==> src/rxbsp_defs.vh <==
`ifndef RXBSP_DEFS_VH
`define RXBSP_DEFS_VH

// register byte offsets
`define RXBSP_REG_CTRL 8'h00
`define RXBSP_REG_STAT 8'h04
`define RXBSP_REG_OFS 8'h08

// control register bit positions
`define RXBSP_CTRL_STBY 0
`define RXBSP_CTRL_CAL 1
`define RXBSP_CTRL_RATE 2
`define RXBSP_CTRL_FMT 3
`define RXBSP_CTRL_DRV 4
`define RXBSP_CTRL_W 5

// control reset value: standby on, slow rate, single pin, drive off
`define RXBSP_CTRL_RST 5'h01

// word width
`define RXBSP_WORD_W 12

// wake-up delay in master cycles, single and split format
`define RXBSP_WAKE_SINGLE 6'h20
`define RXBSP_WAKE_SPLIT 6'h1F

// frame length in master cycles
`define RXBSP_FRM_SGL_SLOW 6'h18
`define RXBSP_FRM_SGL_FAST 6'h0C
`define RXBSP_FRM_SPL_SLOW 6'h30
`define RXBSP_FRM_SPL_FAST 6'h18

// bits per word, as a slot limit
`define RXBSP_BITS 6'h0C

// controller states
`define RXBSP_ST_SLEEP 2'h0
`define RXBSP_ST_WAIT 2'h1
`define RXBSP_ST_RUN 2'h2

`endif

==> src/rxbsp_ofs.v <==
`include "rxbsp_defs.vh"

module rxbsp_ofs
#(
  parameter W = 12
)
(
  // clock and reset
  input wire clk,
  input wire rst_n,
  // calibration and filter results
  input wire cal,
  input wire valid,
  input wire [2*W-1:0] din,
  // corrected words and offsets
  output wire [2*W-1:0] dout,
  output wire [2*W-1:0] ofs
);

  // arms a load while calibration is high, fires on the first result after
  reg armed_ff;
  always @(posedge clk or negedge rst_n)
  begin
    if (!rst_n)
      armed_ff <= 1'b0;
    else if (cal)
      armed_ff <= 1'b1;
    else if (valid)
      armed_ff <= 1'b0;
  end

  genvar g;
  generate
    for (g = 0; g < 2; g = g + 1)
    begin : chan
      reg [W-1:0] ofs_ff;
      reg [W-1:0] cor_ff;
      wire [W-1:0] smp;
      wire load;
      assign smp = din[g*W +: W];
      assign load = valid & armed_ff & ~cal;
      // offset cleared during calibration, loaded by first result after
      always @(posedge clk or negedge rst_n)
      begin
        if (!rst_n)
          ofs_ff <= {W{1'b0}};
        else if (cal)
          ofs_ff <= {W{1'b0}};
        else if (load)
          ofs_ff <= smp;
      end
      // offset subtracted from every result
      always @(posedge clk or negedge rst_n)
      begin
        if (!rst_n)
          cor_ff <= {W{1'b0}};
        else if (valid)
          cor_ff <= smp - (load ? smp : ofs_ff);
      end
      assign dout[g*W +: W] = cor_ff;
      assign ofs[g*W +: W] = ofs_ff;
    end
  endgenerate

endmodule

==> src/rxbsp_top.v <==
// Overview of operation
// - standby level is sampled on the master clock rising edge.
// - serial clock starts 32 (single) or 31 (split) master cycles after release.
// - serial clock period is one master cycle single, two master cycles split.
// - serial clock rises together with the master clock rising edge.
// - frame sync is high one master cycle single, two split.
// - frame repeats 24/12 master cycles single, 48/24 split, slow/fast.
// - frame sync is valid before a serial clock falling edge; host samples there.
// - data launched at serial clock rise; split format one master cycle later.
// - single format drives a channel indicator updated at serial clock rise.
// - frame sync marks the I word start; the Q word follows in single format, runs alongside in split.
// - standby raised shortly after a sync lets the following pair finish first.
// - single format uses one data pin; split uses separate I and Q pins.
// - offsets clear during calibration, load first result after, then subtract.
//
// Local design decisions: the placing of the registers and the Wishbone register port.
`include "rxbsp_defs.vh"

module rxbsp_top
(
  // clock and reset
  input wire I_CLK_SYS,
  input wire I_RESETN,
  // wishbone slave
  input wire I_WB_CYC,
  input wire I_WB_STB,
  input wire I_WB_WE,
  input wire [7:0] I_WB_ADR,
  input wire [3:0] I_WB_SEL,
  input wire [31:0] I_WB_DAT,
  output reg [31:0] O_WB_DAT,
  output reg O_WB_ACK,
  // filter results
  input wire I_WORD_VALID,
  input wire [11:0] I_I_WORD,
  input wire [11:0] I_Q_WORD,
  // serial link
  output reg O_SER_CLK,
  output reg O_FRAME_SYNC,
  output reg O_SERIAL_OUT,
  output reg O_INPHASE_SERIAL_OUT,
  output reg O_QUADRATURE_SERIAL_OUT,
  output reg O_CHAN_IS_I,
  output reg O_DATA_OE
);

  reg [`RXBSP_CTRL_W-1:0] ctrl_ff;
  reg ph_ff;
  reg stby_ff;
  reg [1:0] st_ff;
  reg [1:0] nxt_st;
  reg [5:0] dly_ff;
  reg [5:0] mc_ff;
  reg [5:0] nxt_mc;
  reg fmt_ff;
  reg rate_ff;
  reg wsel_ff;
  reg stop_ff;
  reg [11:0] cap_i_ff;
  reg [11:0] cap_q_ff;
  wire [23:0] cor;
  wire [23:0] ofs;
  wire req;
  wire wr;
  wire mstart;
  wire [5:0] flen;
  wire [5:0] wake;
  wire [5:0] slot;
  wire [3:0] bidx;
  wire [5:0] sq;
  wire [3:0] qidx;
  wire frm_end;
  wire last_frm;
  wire cap_now;
  wire [11:0] cur_i;
  wire [11:0] cur_q;

  // offset calibration and subtraction per channel
  rxbsp_ofs #(.W(`RXBSP_WORD_W)) u_ofs
  (
    .clk(I_CLK_SYS),
    .rst_n(I_RESETN),
    .cal(ctrl_ff[`RXBSP_CTRL_CAL]),
    .valid(I_WORD_VALID),
    .din({I_Q_WORD, I_I_WORD}),
    .dout(cor),
    .ofs(ofs)
  );

  // bus request decode
  assign req = I_WB_CYC & I_WB_STB;
  assign wr = req & I_WB_WE & O_WB_ACK;

  // wishbone ack and read data, one wait state
  always @(posedge I_CLK_SYS or negedge I_RESETN)
  begin
    if (!I_RESETN)
    begin
      O_WB_ACK <= 1'b0;
      O_WB_DAT <= 32'h0000_0000;
    end
    else
    begin
      O_WB_ACK <= req & ~O_WB_ACK;
      case (I_WB_ADR)
        `RXBSP_REG_CTRL: O_WB_DAT <= {27'h000_0000, ctrl_ff};
        `RXBSP_REG_STAT: O_WB_DAT <= {29'h0000_0000, stop_ff, st_ff};
        `RXBSP_REG_OFS: O_WB_DAT <= {4'h0, ofs[23:12], 4'h0, ofs[11:0]};
        default: O_WB_DAT <= 32'h0000_0000;
      endcase
    end
  end

  // control register, written at the ack edge through byte lane 0
  always @(posedge I_CLK_SYS or negedge I_RESETN)
  begin
    if (!I_RESETN)
      ctrl_ff <= `RXBSP_CTRL_RST;
    else if (wr && I_WB_ADR == `RXBSP_REG_CTRL && I_WB_SEL[0])
      ctrl_ff <= I_WB_DAT[`RXBSP_CTRL_W-1:0];
  end

  // two system cycles make one master cycle; mstart marks its rising edge
  always @(posedge I_CLK_SYS or negedge I_RESETN)
  begin
    if (!I_RESETN)
      ph_ff <= 1'b0;
    else
      ph_ff <= ~ph_ff;
  end
  assign mstart = ph_ff;

  // standby sampled only at the master rising edge
  always @(posedge I_CLK_SYS or negedge I_RESETN)
  begin
    if (!I_RESETN)
      stby_ff <= 1'b1;
    else if (mstart)
      stby_ff <= ctrl_ff[`RXBSP_CTRL_STBY];
  end

  // frame geometry from latched format and rate; wake delay from the unlatched control format bit
  assign flen = fmt_ff ? (rate_ff ? `RXBSP_FRM_SPL_FAST : `RXBSP_FRM_SPL_SLOW)
                       : (rate_ff ? `RXBSP_FRM_SGL_FAST : `RXBSP_FRM_SGL_SLOW);
  assign wake = ctrl_ff[`RXBSP_CTRL_FMT] ? `RXBSP_WAKE_SPLIT : `RXBSP_WAKE_SINGLE;
  assign frm_end = (mc_ff == flen - 6'h01);
  assign last_frm = ~(~fmt_ff & rate_ff) | wsel_ff;

  // sequencer next state
  always @*
  begin
    nxt_st = st_ff;
    nxt_mc = mc_ff;
    case (st_ff)
      `RXBSP_ST_SLEEP:
      begin
        nxt_mc = 6'h00;
        if (mstart && !ctrl_ff[`RXBSP_CTRL_STBY])
          nxt_st = `RXBSP_ST_WAIT;
      end
      `RXBSP_ST_WAIT:
      begin
        nxt_mc = 6'h00;
        if (mstart && ctrl_ff[`RXBSP_CTRL_STBY])
          nxt_st = `RXBSP_ST_SLEEP;
        else if (mstart && dly_ff == wake - 6'h01)
          nxt_st = `RXBSP_ST_RUN;
      end
      `RXBSP_ST_RUN:
      begin
        if (mstart)
        begin
          nxt_mc = frm_end ? 6'h00 : mc_ff + 6'h01;
          if (frm_end && stop_ff && last_frm)
            nxt_st = `RXBSP_ST_SLEEP;
        end
      end
      default:
      begin
        nxt_st = `RXBSP_ST_SLEEP;
        nxt_mc = 6'h00;
      end
    endcase
  end

  // sequencer registers, wake counter, pair selection and stop request
  always @(posedge I_CLK_SYS or negedge I_RESETN)
  begin
    if (!I_RESETN)
    begin
      st_ff <= `RXBSP_ST_SLEEP;
      mc_ff <= 6'h00;
      dly_ff <= 6'h00;
      fmt_ff <= 1'b0;
      rate_ff <= 1'b0;
      wsel_ff <= 1'b0;
      stop_ff <= 1'b0;
    end
    else
    begin
      st_ff <= nxt_st;
      mc_ff <= nxt_mc;
      if (st_ff != `RXBSP_ST_WAIT)
        dly_ff <= 6'h00;
      else if (mstart)
        dly_ff <= dly_ff + 6'h01;
      // latched on wake so the first run edge already sees the new format
      if (st_ff == `RXBSP_ST_SLEEP && nxt_st == `RXBSP_ST_WAIT)
      begin
        fmt_ff <= ctrl_ff[`RXBSP_CTRL_FMT];
        rate_ff <= ctrl_ff[`RXBSP_CTRL_RATE];
        wsel_ff <= 1'b0;
      end
      else if (st_ff == `RXBSP_ST_RUN && mstart && frm_end)
        wsel_ff <= ~wsel_ff;
      if (st_ff != `RXBSP_ST_RUN)
        stop_ff <= 1'b0;
      else if (mstart && ctrl_ff[`RXBSP_CTRL_STBY])
        stop_ff <= 1'b1;
    end
  end

  // pair start; in single format the first bit leaves at this same edge, so it bypasses the capture
  assign cap_now = mstart && nxt_st == `RXBSP_ST_RUN && nxt_mc == 6'h00
                   && (fmt_ff != ctrl_ff[`RXBSP_CTRL_FMT] || st_ff != `RXBSP_ST_RUN
                       || last_frm);
  assign cur_i = cap_now ? cor[11:0] : cap_i_ff;
  assign cur_q = cap_now ? cor[23:12] : cap_q_ff;

  // words captured at each frame start that opens a new pair
  always @(posedge I_CLK_SYS or negedge I_RESETN)
  begin
    if (!I_RESETN)
    begin
      cap_i_ff <= 12'h000;
      cap_q_ff <= 12'h000;
    end
    else if (cap_now)
    begin
      cap_i_ff <= cor[11:0];
      cap_q_ff <= cor[23:12];
    end
  end

  // bit slot of the master cycle about to begin
  assign slot = fmt_ff ? {1'b0, nxt_mc[5:1]} : nxt_mc;
  assign sq = slot - `RXBSP_BITS;
  assign bidx = 4'hB - slot[3:0];
  assign qidx = 4'hB - sq[3:0];

  // serial clock, frame sync, data and channel indicator
  always @(posedge I_CLK_SYS or negedge I_RESETN)
  begin
    if (!I_RESETN)
    begin
      O_SER_CLK <= 1'b0;
      O_FRAME_SYNC <= 1'b0;
      O_SERIAL_OUT <= 1'b0;
      O_INPHASE_SERIAL_OUT <= 1'b0;
      O_QUADRATURE_SERIAL_OUT <= 1'b0;
      O_CHAN_IS_I <= 1'b0;
      O_DATA_OE <= 1'b0;
    end
    else
    begin
      O_DATA_OE <= ctrl_ff[`RXBSP_CTRL_DRV];
      if (nxt_st != `RXBSP_ST_RUN || (st_ff != `RXBSP_ST_RUN && !mstart))
      begin
        O_SER_CLK <= 1'b0;
        O_FRAME_SYNC <= 1'b0;
      end
      else if (!fmt_ff)
      begin
        // single pin: clock follows the master clock, data moves with its rise
        O_SER_CLK <= mstart;
        if (mstart)
        begin
          O_FRAME_SYNC <= (nxt_mc == 6'h00);
          if (rate_ff)
          begin
            O_SERIAL_OUT <= wsel_ff ^ frm_end ? cur_q[bidx] : cur_i[bidx];
            O_CHAN_IS_I <= ~(wsel_ff ^ frm_end);
          end
          else if (slot < `RXBSP_BITS)
          begin
            O_SERIAL_OUT <= cur_i[bidx];
            O_CHAN_IS_I <= 1'b1;
          end
          else
          begin
            O_SERIAL_OUT <= cur_q[qidx];
            O_CHAN_IS_I <= 1'b0;
          end
        end
      end
      else if (mstart)
      begin
        // split pins: clock high on even master cycles of the burst
        O_SER_CLK <= ~nxt_mc[0] & (slot < `RXBSP_BITS);
        O_FRAME_SYNC <= (nxt_mc < 6'h02);
        if (nxt_mc[0] && slot < `RXBSP_BITS)
        begin
          O_INPHASE_SERIAL_OUT <= cap_i_ff[bidx];
          O_QUADRATURE_SERIAL_OUT <= cap_q_ff[bidx];
        end
      end
    end
  end

endmodule

==> config.mk <==
export PLATFORM = sky130hd
export DESIGN_NAME = rxbsp_top
export DESIGN_NICKNAME = d
export VERILOG_FILES = /design/src/rxbsp_ofs.v /design/src/rxbsp_top.v
export VERILOG_INCLUDE_DIRS = /design/src /design/src/src
export SDC_FILE = /design/constraint.sdc
export NUM_CORES = 1
export LEC_CHECK = 0
export ABC_CLOCK_PERIOD_IN_PS = 3700
export BUFFER_PORTS_ARGS = -buffer_cell sky130_fd_sc_hd__buf_2
export CAP_MARGIN = 15
export CORE_UTILIZATION = 52
export DETAILED_ROUTE_END_ITERATION = 8
export PLACE_DENSITY = 0.88
export RECOVER_POWER = 100
export SLEW_MARGIN = 20
export SYNTH_ARGS = -nofsm -noshare
export SYNTH_HDL_FRONTEND = slang
export SYNTH_SLANG_ARGS = --single-unit
export TNS_END_PERCENT = 10
==> constraint.sdc <==
create_clock -name I_CLK_SYS -period 3.7 [get_ports I_CLK_SYS]
set_input_delay 0.185 -clock I_CLK_SYS [delete_from_list [all_inputs] [get_ports I_CLK_SYS]]
set_output_delay 0.185 -clock I_CLK_SYS [all_outputs]
set_load 0.005 [all_outputs]
## Yosys cells after proc, flatten, opt, wreduce, memory -nomap -nowiden

Index checks and enable logic that the tools add are counted.

| operators by class | value |
|---|---|
| add/subtract/negate cells | 9 |
| order comparisons | 4 |
| bitwise operators | 19 |
| reduce and logical (&&, ||, !) cells | 30 |
| eq/ne operators | 13 |
| muxes and demuxes | 51 |

Operator list:

| cell | count |
|---|---|
| $pmux 28 s3 | 1 |
| $mux 12 | 6 |
| $mux 6 | 9 |
| $sub 12x12->12 | 2 |
| $mux 1 | 23 |
| $bmux 1 s4 | 5 |
| $logic_and 1x1->1 | 15 |
| $add 6x1->6 const B | 2 |
| $eq 6x6->1 | 2 |
| $sub 6x1->6 const B | 2 |
| $lt 4x5->1 const B | 2 |
| $mux 2 | 5 |
| $reduce_bool 2->1 | 5 |
| $not 1->1 | 9 |
| $and 1x1->1 | 8 |
| $eq 8x3->1 const B | 1 |
| $eq 8x4->1 const B | 1 |
| $logic_not 8->1 | 1 |
| $sub 4x4->4 const A | 2 |
| $logic_not 6->1 | 1 |
| $lt 6x2->1 const B | 1 |
| $lt 6x4->1 const B | 1 |
| $pmux 2 s3 | 1 |
| $mux 5 | 1 |
| other kinds (14) | 20 |

| storage, ports and cells | value |
|---|---|
| logic and storage cells | 151 |
| output and inout bits | 40 |
| input bits | 74 |
| bits in registers | 137 |

## Logic depth before layout (Yosys ltp)

Gate-level depths: netlist (run 1).

| logic depth | value |
|---|---|
| depth after elaboration | 18 |
| mapped depth | 17 |
| mapped depth without buffers | 15 |

## By module

From an unflattened synthesis (run 1), not the netlist that was laid out.

| unflattened totals | value |
|---|---|
| cells, all modules | 660 |
| area, all modules | 7,095.6 um^2 |

Modules (own cells, without submodules):

| module | sequential area each (um^2) | area an instance (um^2) | times used | cells each |
|---|---|---|---|---|
| rxbsp_top | 2,003.2 | 4,205.3 | 1 | 380 |
| rxbsp_ofs | 1,226.2 | 2,890.3 | 1 | 280 |

## Worst setup path after synthesis (run 1)

Ideal clock, no wire load.

| path | value |
|---|---|
| kind | reg-to-reg |
| start | register fmt_ff |
| end | register O_INPHASE_SERIAL_OUT |
| path slack | 170 ps |
| stages on the path, launching flop included | 16 |
| period minus slack after synthesis | 3,530 ps |
| arrival time | 3,411 ps |
| path buffers | 2 |
| data required time | 3,581 ps |
| path through | dfrtp_1 buf_2 clkinv_1 ha_1 nor3b_2 o2111a_2 buf_6 a21oi_1 and2_1 a21oi_2 inv_2 ha_1 a21oi_1 nor4b_1 o2111ai_1 o21a_1 |

| on the way | value |
|---|---|
| elaborated cells on any way between the ends | 25 |
| those cells by class | 2 x add/sub; 1 x order compare; 2 x eq/ne; 10 x mux; 5 x bitwise; 5 x reduce/logical |

RTL lines:

| item | RTL line | source |
|---|---|---|
| start, declared | rxbsp_top.v:55 | `reg fmt_ff;` |
| start signal, assigned | rxbsp_top.v:210 | `` fmt_ff <= ctrl_ff[`RXBSP_CTRL_FMT]; `` |
| $mux 6 * | rxbsp_top.v:143 | `` assign flen = fmt_ff ? (rate_ff ? `RXBSP_FRM_SPL_FAST : `RXBSP_FRM_SPL_SLOW) `` |
| $sub 6x1->6 * | rxbsp_top.v:146 | `assign frm_end = (mc_ff == flen - 6'h01);` |
| $eq 6x6->1 * | rxbsp_top.v:146 |  |
| $mux 6 * | rxbsp_top.v:173 | `nxt_mc = frm_end ? 6'h00 : mc_ff + 6'h01;` |
| $mux 6 * | rxbsp_top.v:171 | `if (mstart)` |
| $mux 6 * | rxbsp_top.v:154 | `case (st_ff)` |
| named net nxt_mc[3] | rxbsp_top.v:54 | `reg [5:0] nxt_mc;` |
| $mux 6 * | rxbsp_top.v:246 | `assign slot = fmt_ff ? {1'b0, nxt_mc[5:1]} : nxt_mc;` |
| $sub 4x4->4 or $lt 6x4->1 (tied branches) | n/a |  |
| $bmux 1 s4 or $logic_and 1x1->1 (tied branches) | n/a |  |
| $mux 1 (implied by the code) or $reduce_and 4->1 (tied branches) | n/a |  |
| end signal, assigned | rxbsp_top.v:303 | `O_INPHASE_SERIAL_OUT <= cap_i_ff[bidx];` |
| end, declared | rxbsp_top.v:41 | `output reg O_INPHASE_SERIAL_OUT,` |

The timed path passes the listed nets; every way through them passes the cells marked *. The select of a mux whose other input is x is not followed.
A chain may end at the register's enable or synchronous reset.

## Worst setup path after layout (run 1)

| path | value |
|---|---|
| start | register fmt_ff |
| end | register O_INPHASE_SERIAL_OUT |

| on the way | value |
|---|---|
| longest elaborated chain between the ends | 12 |
| elaborated cells on any way between the ends | 25 |
| those cells by class | 2 x add/sub; 1 x order compare; 2 x eq/ne; 10 x mux; 5 x bitwise; 5 x reduce/logical |

Ends and longest elaborated chain:

| item |
|---|
| branches (longest 12 deep; another with $sub 6x1->6) |

Parallel ways; which one is timed is not known. The select of a mux whose other input is x is not followed.

==> results of run 1 <==
==> metal layers <==
metal | up-vias | GRT usage, % | part of all wire (%)
met3 | 18 | 4.83 | 4.3
met5 | - | 0 | 0
met1 | 2690 | 30.9 | 46
met4 | 0 | 9.54 | 1.5
li1 | 2600 | - | -
met2 | 136 | 38.6 | 49
==> through the flow <==
stage          utilization, %  cells
5_1_grt                  62.2    967
3_3_place_gp             57.8    928
3_5_place_dp             57.8    928
2_1_floorplan               -    693
4_1_cts                  62.5    966
6_report                 62.2    967
==> registers in the layout, summed over array words and instances (netlist names), 2 cells and up <==
register	flops
st_ff	2
mc_ff	6
ctrl_ff	5
dly_ff	6
cap_q_ff	12
u_ofs.chan.cor_ff	24
u_ofs.chan.ofs_ff	24
O_WB_DAT	24
cap_i_ff	12
==> placed cells by master, fill, tap and decap left out, types with 7 or more instances in the layout <==
master / Yosys / routed
a21boi_0: 8 / 8
mux2i_1: 39 / 39
a21oi_1: 25 / 25
nor2_1: 69 / 69
nor3_1: 11 / 11
a31oi_1: 8 / 8
and2_0: 0 / 18
xor2_1: 10 / 10
clkbuf_1: 15 / 18
xnor2_1: 14 / 14
o31ai_1: 7 / 7
dfrtp_1: 128 / 128
a21o_1: 9 / 9
nand2_1: 48 / 48
o211ai_1: 10 / 10
conb_1: 1 / 8
buf_2: 8 / 67
mux2_2: 34 / 34
nand3_1: 9 / 9
o21ai_0: 27 / 27
buf_4: 9 / 14
and2_1: 26 / 8
inv_1: 30 / 31
ha_1: 27 / 27
clkbuf_16: 0 / 17
==> path summary, 6_finish.rpt <==
path,from,endpoint,cells after the start
min in group asynchronous,I_RESETN,mc_ff[4],2
max in group asynchronous,I_RESETN,O_WB_DAT[2],3
hold / removal,I_WB_DAT[0],ctrl_ff[0],2
setup / recovery,fmt_ff,O_INPHASE_SERIAL_OUT,15
setup reg to reg,fmt_ff,O_INPHASE_SERIAL_OUT,15
hold reg to reg,ctrl_ff[4],O_DATA_OE,0
==> report_power, final <==
part | switching, W | internal, W | leakage, nW
Combinational | 0.000296 | 0.000272 | 2.14
Clock | 0.000602 | 0.00101 | 0.275
Sequential | 0.0000964 | 0.00155 | 1.72
Total | 0.000994 | 0.00282 | 4.13
==> cell families after synthesis <==
| logic type | after synthesis | synth area share [%] |
|---|---|---|
| flip-flops | 129 | 46.0 |
| XOR/XNOR | 25 | 3.23 |
| other | 1 | 0.0534 |
| AND/OR/NAND/NOR | 214 | 15.4 |
| adder cells (fa/ha/maj) | 29 | 5.38 |
| multiplexers | 73 | 11.0 |
| buffers and inverters | 70 | 4.47 |
| AO/OA/AOI/OAI | 145 | 14.5 |
==> area by class of cell <==
| type | instances | area (um^2) |
|---|---|---|
| fillers | 1042 | 4980 |
| repair buffers | 102 | 559 |
| clock inverters | 9 | 109 |
| inverters | 34 | 128 |
| flip-flops and latches | 129 | 3230 |
| well taps | 176 | 220 |
| clock buffers | 23 | 458 |
| multi-input cells | 494 | 3510 |
==> critical path, cell delays in order, from the launching register on <==
cell       delay (ps)
dfrtp_1           410
clkinv_1          120
ha_1              340
nor3b_2           220
buf_4             150
o211ai_1          130
o21ai_1           220
nor2_1             70
a21oi_2           200
inv_1             180
ha_1              240
a21oi_1           310
nor4b_2           270
buf_4             180
o2111ai_1         190
o21a_1            160
==> what timing repair did <==
action | 4_1_cts | 5_1_grt
endpoints found under the setup margin | 0 | 7
hold endpoints to repair | 75 | 0
hold buffers | 6 | 0
setup buffers | 0 | 1
resized for setup | 0 | 2
==> results.sh, run 1 <==
export IMPL_status="finished, violations left"
export IMPL_violations="max-capacitance violations, max-slew violations"
export IMPL_vias=5444
export IMPL_critPathArrivalTime_ps=3820
export IMPL_syn_avg_cell_area_um2=10.2
export IMPL_fmax_ghz=0.285
export IMPL_gp_congestion=0.914
export IMPL_clkSinkCount=129
export IMPL_pre_cts_slack_ps=286
export IMPL_setup_tns_ps=0
export IMPL_cts_tree="yes"
export IMPL_period_needed_ps=3510
export IMPL_io_pins=114
export IMPL_min_delay_path_class="primary input to flop"
export IMPL_grt_first_pass_wirelength_um=26100
export IMPL_min_period_over_period_pct=94.8
export IMPL_max_slew_worst_pin_slew_ps=1760
export IMPL_cts_root_buf="clkbuf_16"
export IMPL_n_antenna_cell=0
export IMPL_drtIter0Drc=313
export IMPL_clk_pin_slew_worst_paths_ps=50
export IMPL_cap_violations=1
export IMPL_final_nets=881
export IMPL_max_slew_margin_pct=-17.5
export IMPL_slew_violations=73
export IMPL_synth_top_cell_by_area="dfrtp_1"
export IMPL_cts_buffers=17
export IMPL_detailedPlacementHpwl_um=10900
export IMPL_vias_per_cell=5.63
export IMPL_synth_seq_cells=129
export IMPL_cts_buffer_depth=2
export IMPL_synth_edf_count=0
export IMPL_core_um2=13200
export IMPL_io_buffer_count=75
export IMPL_synthTopCellsByCount="dfrtp_1 (128), nor2_1 (69), nand2_1 (48)"
export IMPL_postPlaceCellArea_um2=7620
export IMPL_initial_core_util_pct=53.2
export IMPL_grt_max_degree=73
export IMPL_r2r_setup_slack_ps=190
export IMPL_drc=0
export IMPL_dieHeight_um=118
export IMPL_holdWs_ps=24.5
export IMPL_finalInstanceArea_um2=8210
export IMPL_async_reset_ff_share_pct=100
export IMPL_power_density_nw_per_um2=465
export IMPL_yosysMostFrequentCell="dfrtp_1"
export IMPL_crit_fanout=8
export IMPL_drive_above_1_share_pct=21.7
export IMPL_h_tree_depth=4
export IMPL_synth_cells=686
export IMPL_wl_per_cell_um=16.0
export IMPL_yosys_warnings=0
export IMPL_synthTopCellsByArea="dfrtp_1 (46%), mux2i_1 (5.6%), mux2_2 (5.5%)"
export IMPL_ys_flop_type="dfrtp_1"
export IMPL_overflow=0
export IMPL_finClkSkew_ps=7.73
export IMPL_crit_type="flop to flop"
export IMPL_synth_top_area_share_pct=45.6
export IMPL_worstSetupEndpointType="flop"
export IMPL_power_total_w=0.00382
export IMPL_wirelength_um=15400
export IMPL_grt_pass1_vias=5435
export IMPL_area_growth_pct=17.0
export IMPL_die_area_um2=14000
export IMPL_yosysSeqAreaShare_pct=46.0
export IMPL_irDropWorstVdd_mv=0.332
export IMPL_antenna_found_initial=0
export IMPL_setup_viol=0
export IMPL_track_usage_pct=23.7
export IMPL_drtAntennaViolNets=0
export IMPL_rsz0062_at_grt="false"
export IMPL_start_kind="flop"
export IMPL_clock_latency_ps=420
export IMPL_cp_required_ps=4010
export IMPL_synth_area_um2=7020
export IMPL_hold_viol_final=0
export IMPL_die_w_um=118
export IMPL_p_leak_nw=4.13
export IMPL_first_pass_iters=5
export IMPL_setup_ws_ps=192
export IMPL_ys_types=76
export IMPL_rows=42
Note: power is estimated with default switching activity, not from simulation.
==> run 2, diff against run 1 <==
--- a/config.mk
+++ b/config.mk
@@ -8,10 +8,10 @@
 export LEC_CHECK = 0
 export ABC_CLOCK_PERIOD_IN_PS = 3700
 export BUFFER_PORTS_ARGS = -buffer_cell sky130_fd_sc_hd__buf_2
-export CAP_MARGIN = 15
+export CAP_MARGIN = 10
 export CORE_UTILIZATION = 52
 export DETAILED_ROUTE_END_ITERATION = 8
-export PLACE_DENSITY = 0.88
+export PLACE_DENSITY = 0.87
 export RECOVER_POWER = 100
 export SLEW_MARGIN = 20
 export SYNTH_ARGS = -nofsm -noshare
==> results.sh, run 2 (synthesized netlist as in run 1, its figures left out) <==
export IMPL_initial_core_util_pct=53.2
export IMPL_cts_buffer_depth=2
export IMPL_vias=5521
export IMPL_finClkSkew_ps=7.88
export IMPL_clk_pin_slew_worst_paths_ps=60
export IMPL_cts_root_buf="clkbuf_16"
export IMPL_path_common_cell="a21o_1"
export IMPL_dieHeight_um=118
export IMPL_slew_violations=73
export IMPL_cts_tree="yes"
export IMPL_grt_pass1_vias=5549
export IMPL_top_regs="O_WB_DAT: 24 flops, u_ofs.chan.cor_ff: 24 flops, u_ofs.chan.ofs_ff: 24 flops"
export IMPL_worstSetupEndpointType="flop"
export IMPL_reg2reg_to="O_SERIAL_OUT"
export IMPL_cap_violations=1
export IMPL_start_kind="flop"
export IMPL_overflow=0
export IMPL_r2r_start="fmt_ff"
export IMPL_grt_first_pass_wirelength_um=27000
export IMPL_setup_tns_ps=0
export IMPL_detailedPlacementHpwl_um=11000
export IMPL_critPathArrivalTime_ps=3800
export IMPL_crit_chain="clkinv_1 > ha_1 > nor3b_2 > o2111a_2 > buf_4 > a21o_1 > o21ai_0 > nor2_1 > clkbuf_1 > nand2_1 > a21o_1 > o211a_1 > a211oi_1"
export IMPL_slowest_delay_ps=410
export IMPL_io_buffer_count=75
export IMPL_io_pins=114
export IMPL_crit_fanout=10
export IMPL_final_nets=876
export IMPL_status="finished, violations left"
export IMPL_drtAntennaViolNets=0
export IMPL_vias_per_cell=5.74
export IMPL_fmax_ghz=0.288
export IMPL_hp_start="I_WB_DAT[1]"
export IMPL_hold_viol_final=0
export IMPL_period_needed_ps=3470
export IMPL_dp_cells=927
export IMPL_cts_setup_buffers=0
export IMPL_n_antenna_cell=0
export IMPL_core_um2=13200
export IMPL_wirelength_um=16000
export IMPL_mostFrequentLayoutCell="dfrtp_1"
export IMPL_hold_depth=2
export IMPL_max_slew_margin_pct=-4.82
export IMPL_power_density_nw_per_um2=496
export IMPL_postPlaceCellArea_um2=7610
export IMPL_critPathBufInv=3
export IMPL_min_period_over_period_pct=93.9
export IMPL_max_slew_worst_pin_slew_ps=1570
export IMPL_final_cell_mix="dfrtp_1 (128), nor2_1 (69), buf_2 (62)"
export IMPL_drc=0
export IMPL_setup_viol=0
export IMPL_r2r_setup_slack_ps=230
export IMPL_holdPathEnd="ctrl_ff[1]"
export IMPL_slowest_stage="clkbuf_1"
export IMPL_track_usage_pct=24.5
export IMPL_drive_above_1_share_pct=21.4
export IMPL_gp_congestion=0.946
export IMPL_rows=42
export IMPL_grt_max_degree=73
export IMPL_crit_type="flop to flop"
export IMPL_antenna_found_initial=0
export IMPL_pre_cts_slack_ps=377
export IMPL_die_w_um=118
export IMPL_rsz0062_at_grt="false"
export IMPL_first_pass_iters=5
export IMPL_drtIter0Drc=343
export IMPL_cp_top_family="compound AO/OA/AOI/OAI gates"
export IMPL_cp_required_ps=4030
export IMPL_h_tree_depth=4
export IMPL_cts_buffers=17
export IMPL_reg2reg_depth=13
export IMPL_wl_per_cell_um=16.6
export IMPL_fin_cells=962
export IMPL_path_depth=13
export IMPL_p_leak_nw=4.14
export IMPL_die_area_um2=14000
export IMPL_violations="max-capacitance violations, max-slew violations"
export IMPL_clkSinkCount=129
export IMPL_setup_ws_ps=227
export IMPL_min_delay_path_class="primary input to flop"
export IMPL_irDropWorstVdd_mv=0.349
export IMPL_clock_latency_ps=430
export IMPL_finalInstanceArea_um2=8260
export IMPL_area_growth_pct=17.6
-- run 2: worst max-delay path by stage --
stage | from | to | slack (ps)
2_1_floorplan | fmt_ff | O_INPHASE_SERIAL_OUT | 170
3_3_place_gp | fmt_ff | O_SERIAL_OUT | 440
3_5_place_dp | fmt_ff | O_INPHASE_SERIAL_OUT | 380
4_1_cts | fmt_ff | O_INPHASE_SERIAL_OUT | 330
5_1_grt | fmt_ff | O_SERIAL_OUT | 40
6_report | fmt_ff | O_SERIAL_OUT | 230
-- run 2: layer usage --
metal	up-vias	share of wire [%]	global-route usage (%)	routed length, um
li1	2595	-	-	-
met1	2736	43	30.7	6950
met2	152	49	40.3	7920
met3	38	4.8	5.94	776
met4	0	2.3	10.6	368
met5	-	0	0	0
-- run 2: area by class of cell --
cell class                      instances  area (um^2)
Clock buffer                           20          467
Clock inverter                         12          204
Fill cell                            1019         4930
Inverter                               34          128
Multi-Input combinational cell        494         3500
Sequential cell                       129         3230
Tap cell                              176          220
Timing Repair Buffer                   97          510
-- run 2: stage by stage --
stage / power, W / hold WS [ps] / util [%]
CTS: 0.00412 / 0.722 / 63.0
finish: 0.00409 / 9.15 / 62.6
global route: 0.00425 / 1.91 / 62.6
floorplan: 0.00206 / -111 / -
global placement: 0.00219 / 297 / 57.7
detailed placement: 0.00222 / 298 / 57.7
-- run 2: timing repair --
item	4_1_cts	5_1_grt
endpoints found under the hold margin	58	0
gates resized for setup	0	0
hold buffers	3	0
setup endpoints to repair	0	0
-- run 2: power breakdown --
part	switching (W)	internal [W]	leakage, nW
Clock	0.000628	0.00125	0.324
Sequential	0.0000991	0.00155	1.72
Combinational	0.000298	0.000270	2.10
Total	0.00102	0.00307	4.14
==> run 3, diff against run 2 <==
--- a/config.mk
+++ b/config.mk
@@ -6,12 +6,12 @@
 export SDC_FILE = /design/constraint.sdc
 export NUM_CORES = 1
 export LEC_CHECK = 0
-export ABC_CLOCK_PERIOD_IN_PS = 3700
+export ABC_CLOCK_PERIOD_IN_PS = 4100
 export BUFFER_PORTS_ARGS = -buffer_cell sky130_fd_sc_hd__buf_2
 export CAP_MARGIN = 10
-export CORE_UTILIZATION = 52
+export CORE_UTILIZATION = 60
 export DETAILED_ROUTE_END_ITERATION = 8
-export PLACE_DENSITY = 0.87
+export PLACE_DENSITY = 0.94
 export RECOVER_POWER = 100
 export SLEW_MARGIN = 20
 export SYNTH_ARGS = -nofsm -noshare
==> constraint.sdc (replaced) <==
create_clock -name I_CLK_SYS -period 4.1 [get_ports I_CLK_SYS]
set_input_delay 0.205 -clock I_CLK_SYS [delete_from_list [all_inputs] [get_ports I_CLK_SYS]]
set_output_delay 0.205 -clock I_CLK_SYS [all_outputs]
set_load 0.005 [all_outputs]
==> results.sh, run 3 (synthesized netlist as in run 1, its figures left out) <==
export IMPL_wirelength_um=16800
export IMPL_rsz0062_at_grt="false"
export IMPL_grt_max_degree=78
export IMPL_dieHeight_um=110
export IMPL_track_usage_pct=30.2
export IMPL_mostFrequentLayoutCell="dfrtp_1"
export IMPL_cts_tree="yes"
export IMPL_start_kind="flop"
export IMPL_min_period_over_period_pct=95.6
export IMPL_power_density_nw_per_um2=435
export IMPL_status="finished, violations left"
export IMPL_fmax_ghz=0.255
export IMPL_rows=39
export IMPL_finalInstanceArea_um2=8010
export IMPL_area_growth_pct=14.1
export IMPL_drive_above_1_share_pct=18.3
export IMPL_regArea_um2=3230
export IMPL_final_nets=867
export IMPL_die_area_um2=12100
export IMPL_violations="design-rule violations, max-capacitance violations, max-slew violations"
export IMPL_io_pins=114
export IMPL_wl_per_cell_um=18.3
export IMPL_gp_congestion=0.905
export IMPL_cts_buffers=17
export IMPL_setup_tns_ps=0
export IMPL_grt_pass1_vias=5653
export IMPL_hold_viol_final=0
export IMPL_crit_type="flop to flop"
export IMPL_h_tree_depth=4
export IMPL_min_delay_path_class="primary input to flop"
export IMPL_crit_fanout=10
export IMPL_final_cell_mix="dfrtp_1 (128), nor2_1 (69), buf_2 (49)"
export IMPL_vias=5569
export IMPL_core_um2=11400
export IMPL_r2r_setup_slack_ps=180
export IMPL_critPathArrivalTime_ps=4220
export IMPL_worstSetupEndpointType="flop"
export IMPL_initial_core_util_pct=61.5
export IMPL_top_regs="O_WB_DAT: 24 flops, u_ofs.chan.cor_ff: 24 flops, u_ofs.chan.ofs_ff: 24 flops"
export IMPL_cts_buffer_depth=2
export IMPL_drtAntennaViolNets=0
export IMPL_setup_viol=0
export IMPL_vias_per_cell=6.07
export IMPL_max_slew_worst_pin_slew_ps=1860
export IMPL_antenna_found_initial=0
export IMPL_drc=2
export IMPL_irDropWorstVdd_mv=0.432
export IMPL_first_pass_iters=7
export IMPL_drtIter0Drc=429
export IMPL_max_slew_margin_pct=-23.9
export IMPL_cap_violations=2
export IMPL_overflow=0
export IMPL_multi_input_area_um2=3480
export IMPL_postPlaceCellArea_um2=7510
export IMPL_cts_root_buf="clkbuf_16"
export IMPL_die_w_um=110
export IMPL_slew_violations=78
export IMPL_n_antenna_cell=0
export IMPL_p_leak_nw=3.97
export IMPL_fill_cells=813
export IMPL_detailedPlacementHpwl_um=12000
export IMPL_clk_pin_slew_worst_paths_ps=60
export IMPL_period_needed_ps=3920
export IMPL_io_buffer_count=75
export IMPL_clkSinkCount=129
export IMPL_grt_first_pass_wirelength_um=27500
export IMPL_cp_required_ps=4400
export IMPL_clock_latency_ps=420
export IMPL_finClkSkew_ps=7.58
==> run 3: changes by cell type in the layout (fill, tap and decap cells not counted), moves of 2 or more <==
cell | previous run | this run
bufinv_16 | 5 | 2
buf_4 | 13 | 6
dlygate4sd3_1 | 3 | 1
buf_2 | 62 | 49
and2_0 | 16 | 18
and2_1 | 10 | 8
clkinvlp_4 | 2 | 0
clkbuf_1 | 18 | 34
==> run 3: per-layer routing <==
layer	vias up	part of all wire, %	global-route usage (%)
li1	2566	-	-
met1	2758	42	36.6
met2	203	50	51.7
met3	42	5.2	5.94
met4	0	2.6	14.8
met5	-	0	0
==> run 3: per-stage QoR <==
stage | power, W | setup slack, ps | hold slack, ps | utilization (%) | cells
finish | 0.00349 | 181 | 18.9 | 70.2 | 917
global route | 0.00363 | 40.4 | 18.6 | 70.2 | 917
CTS | 0.00351 | 308 | 9.39 | 70.8 | 917
detailed placement | 0.00202 | 394 | 382 | 65.7 | 887
global placement | 0.00197 | 554 | 374 | 65.7 | 887
floorplan | 0.00186 | 570 | -90.6 | - | 693
==> run 3: timing repair <==
action | 4_1_cts | 5_1_grt
setup endpoints to repair | 0 | 1
gates resized for setup | 0 | 1
hold endpoints to repair | 74 | 0
hold buffers | 1 | 0
buffers inserted | 0 | 0
==> run 3: critical path, cell delays in order, from the launching register on <==
cell	delay (ps)
dfrtp_1	380
nand3b_1	410
buf_4	320
nor2_1	80
a21oi_1	250
inv_1	110
fa_1	460
nor2b_1	130
o21ai_0	130
a21boi_0	280
o21ai_0	150
a21boi_0	290
o21ai_0	140
a21boi_0	390
nor3_1	120
a21o_1	180
==> run 3: path summary, 6_finish.rpt <==
check	from	end	cells past startpoint
min in group asynchronous	I_RESETN	mc_ff[4]	2
worst max-delay path	ctrl_ff[1]	u_ofs.chan[1].cor_ff[8]	15
worst max register to register	ctrl_ff[1]	u_ofs.chan[1].cor_ff[8]	15
worst min-delay path	I_WB_DAT[4]	ctrl_ff[4]	2
worst min register to register	ctrl_ff[4]	O_DATA_OE	0
max in group asynchronous	I_RESETN	u_ofs.chan[0].ofs_ff[7]	3
==> run 3: report_power, final <==
group	total, W	internal, W	switching (W)
logic	0.000525	0.000241	0.000284
registers	0.00148	0.00140	0.0000891
clock network	0.00148	0.000947	0.000532
total	0.00349	0.00258	0.000905
==> run 3: cell type report <==
cell class,instances,area share (%)
multi-input cells,494,43.5
inverters,34,1.59
flip-flops and latches,129,40.3
clock buffers,24,6.14
repair buffers,88,5.26
clock inverters,5,0.984
well taps,143,2.23
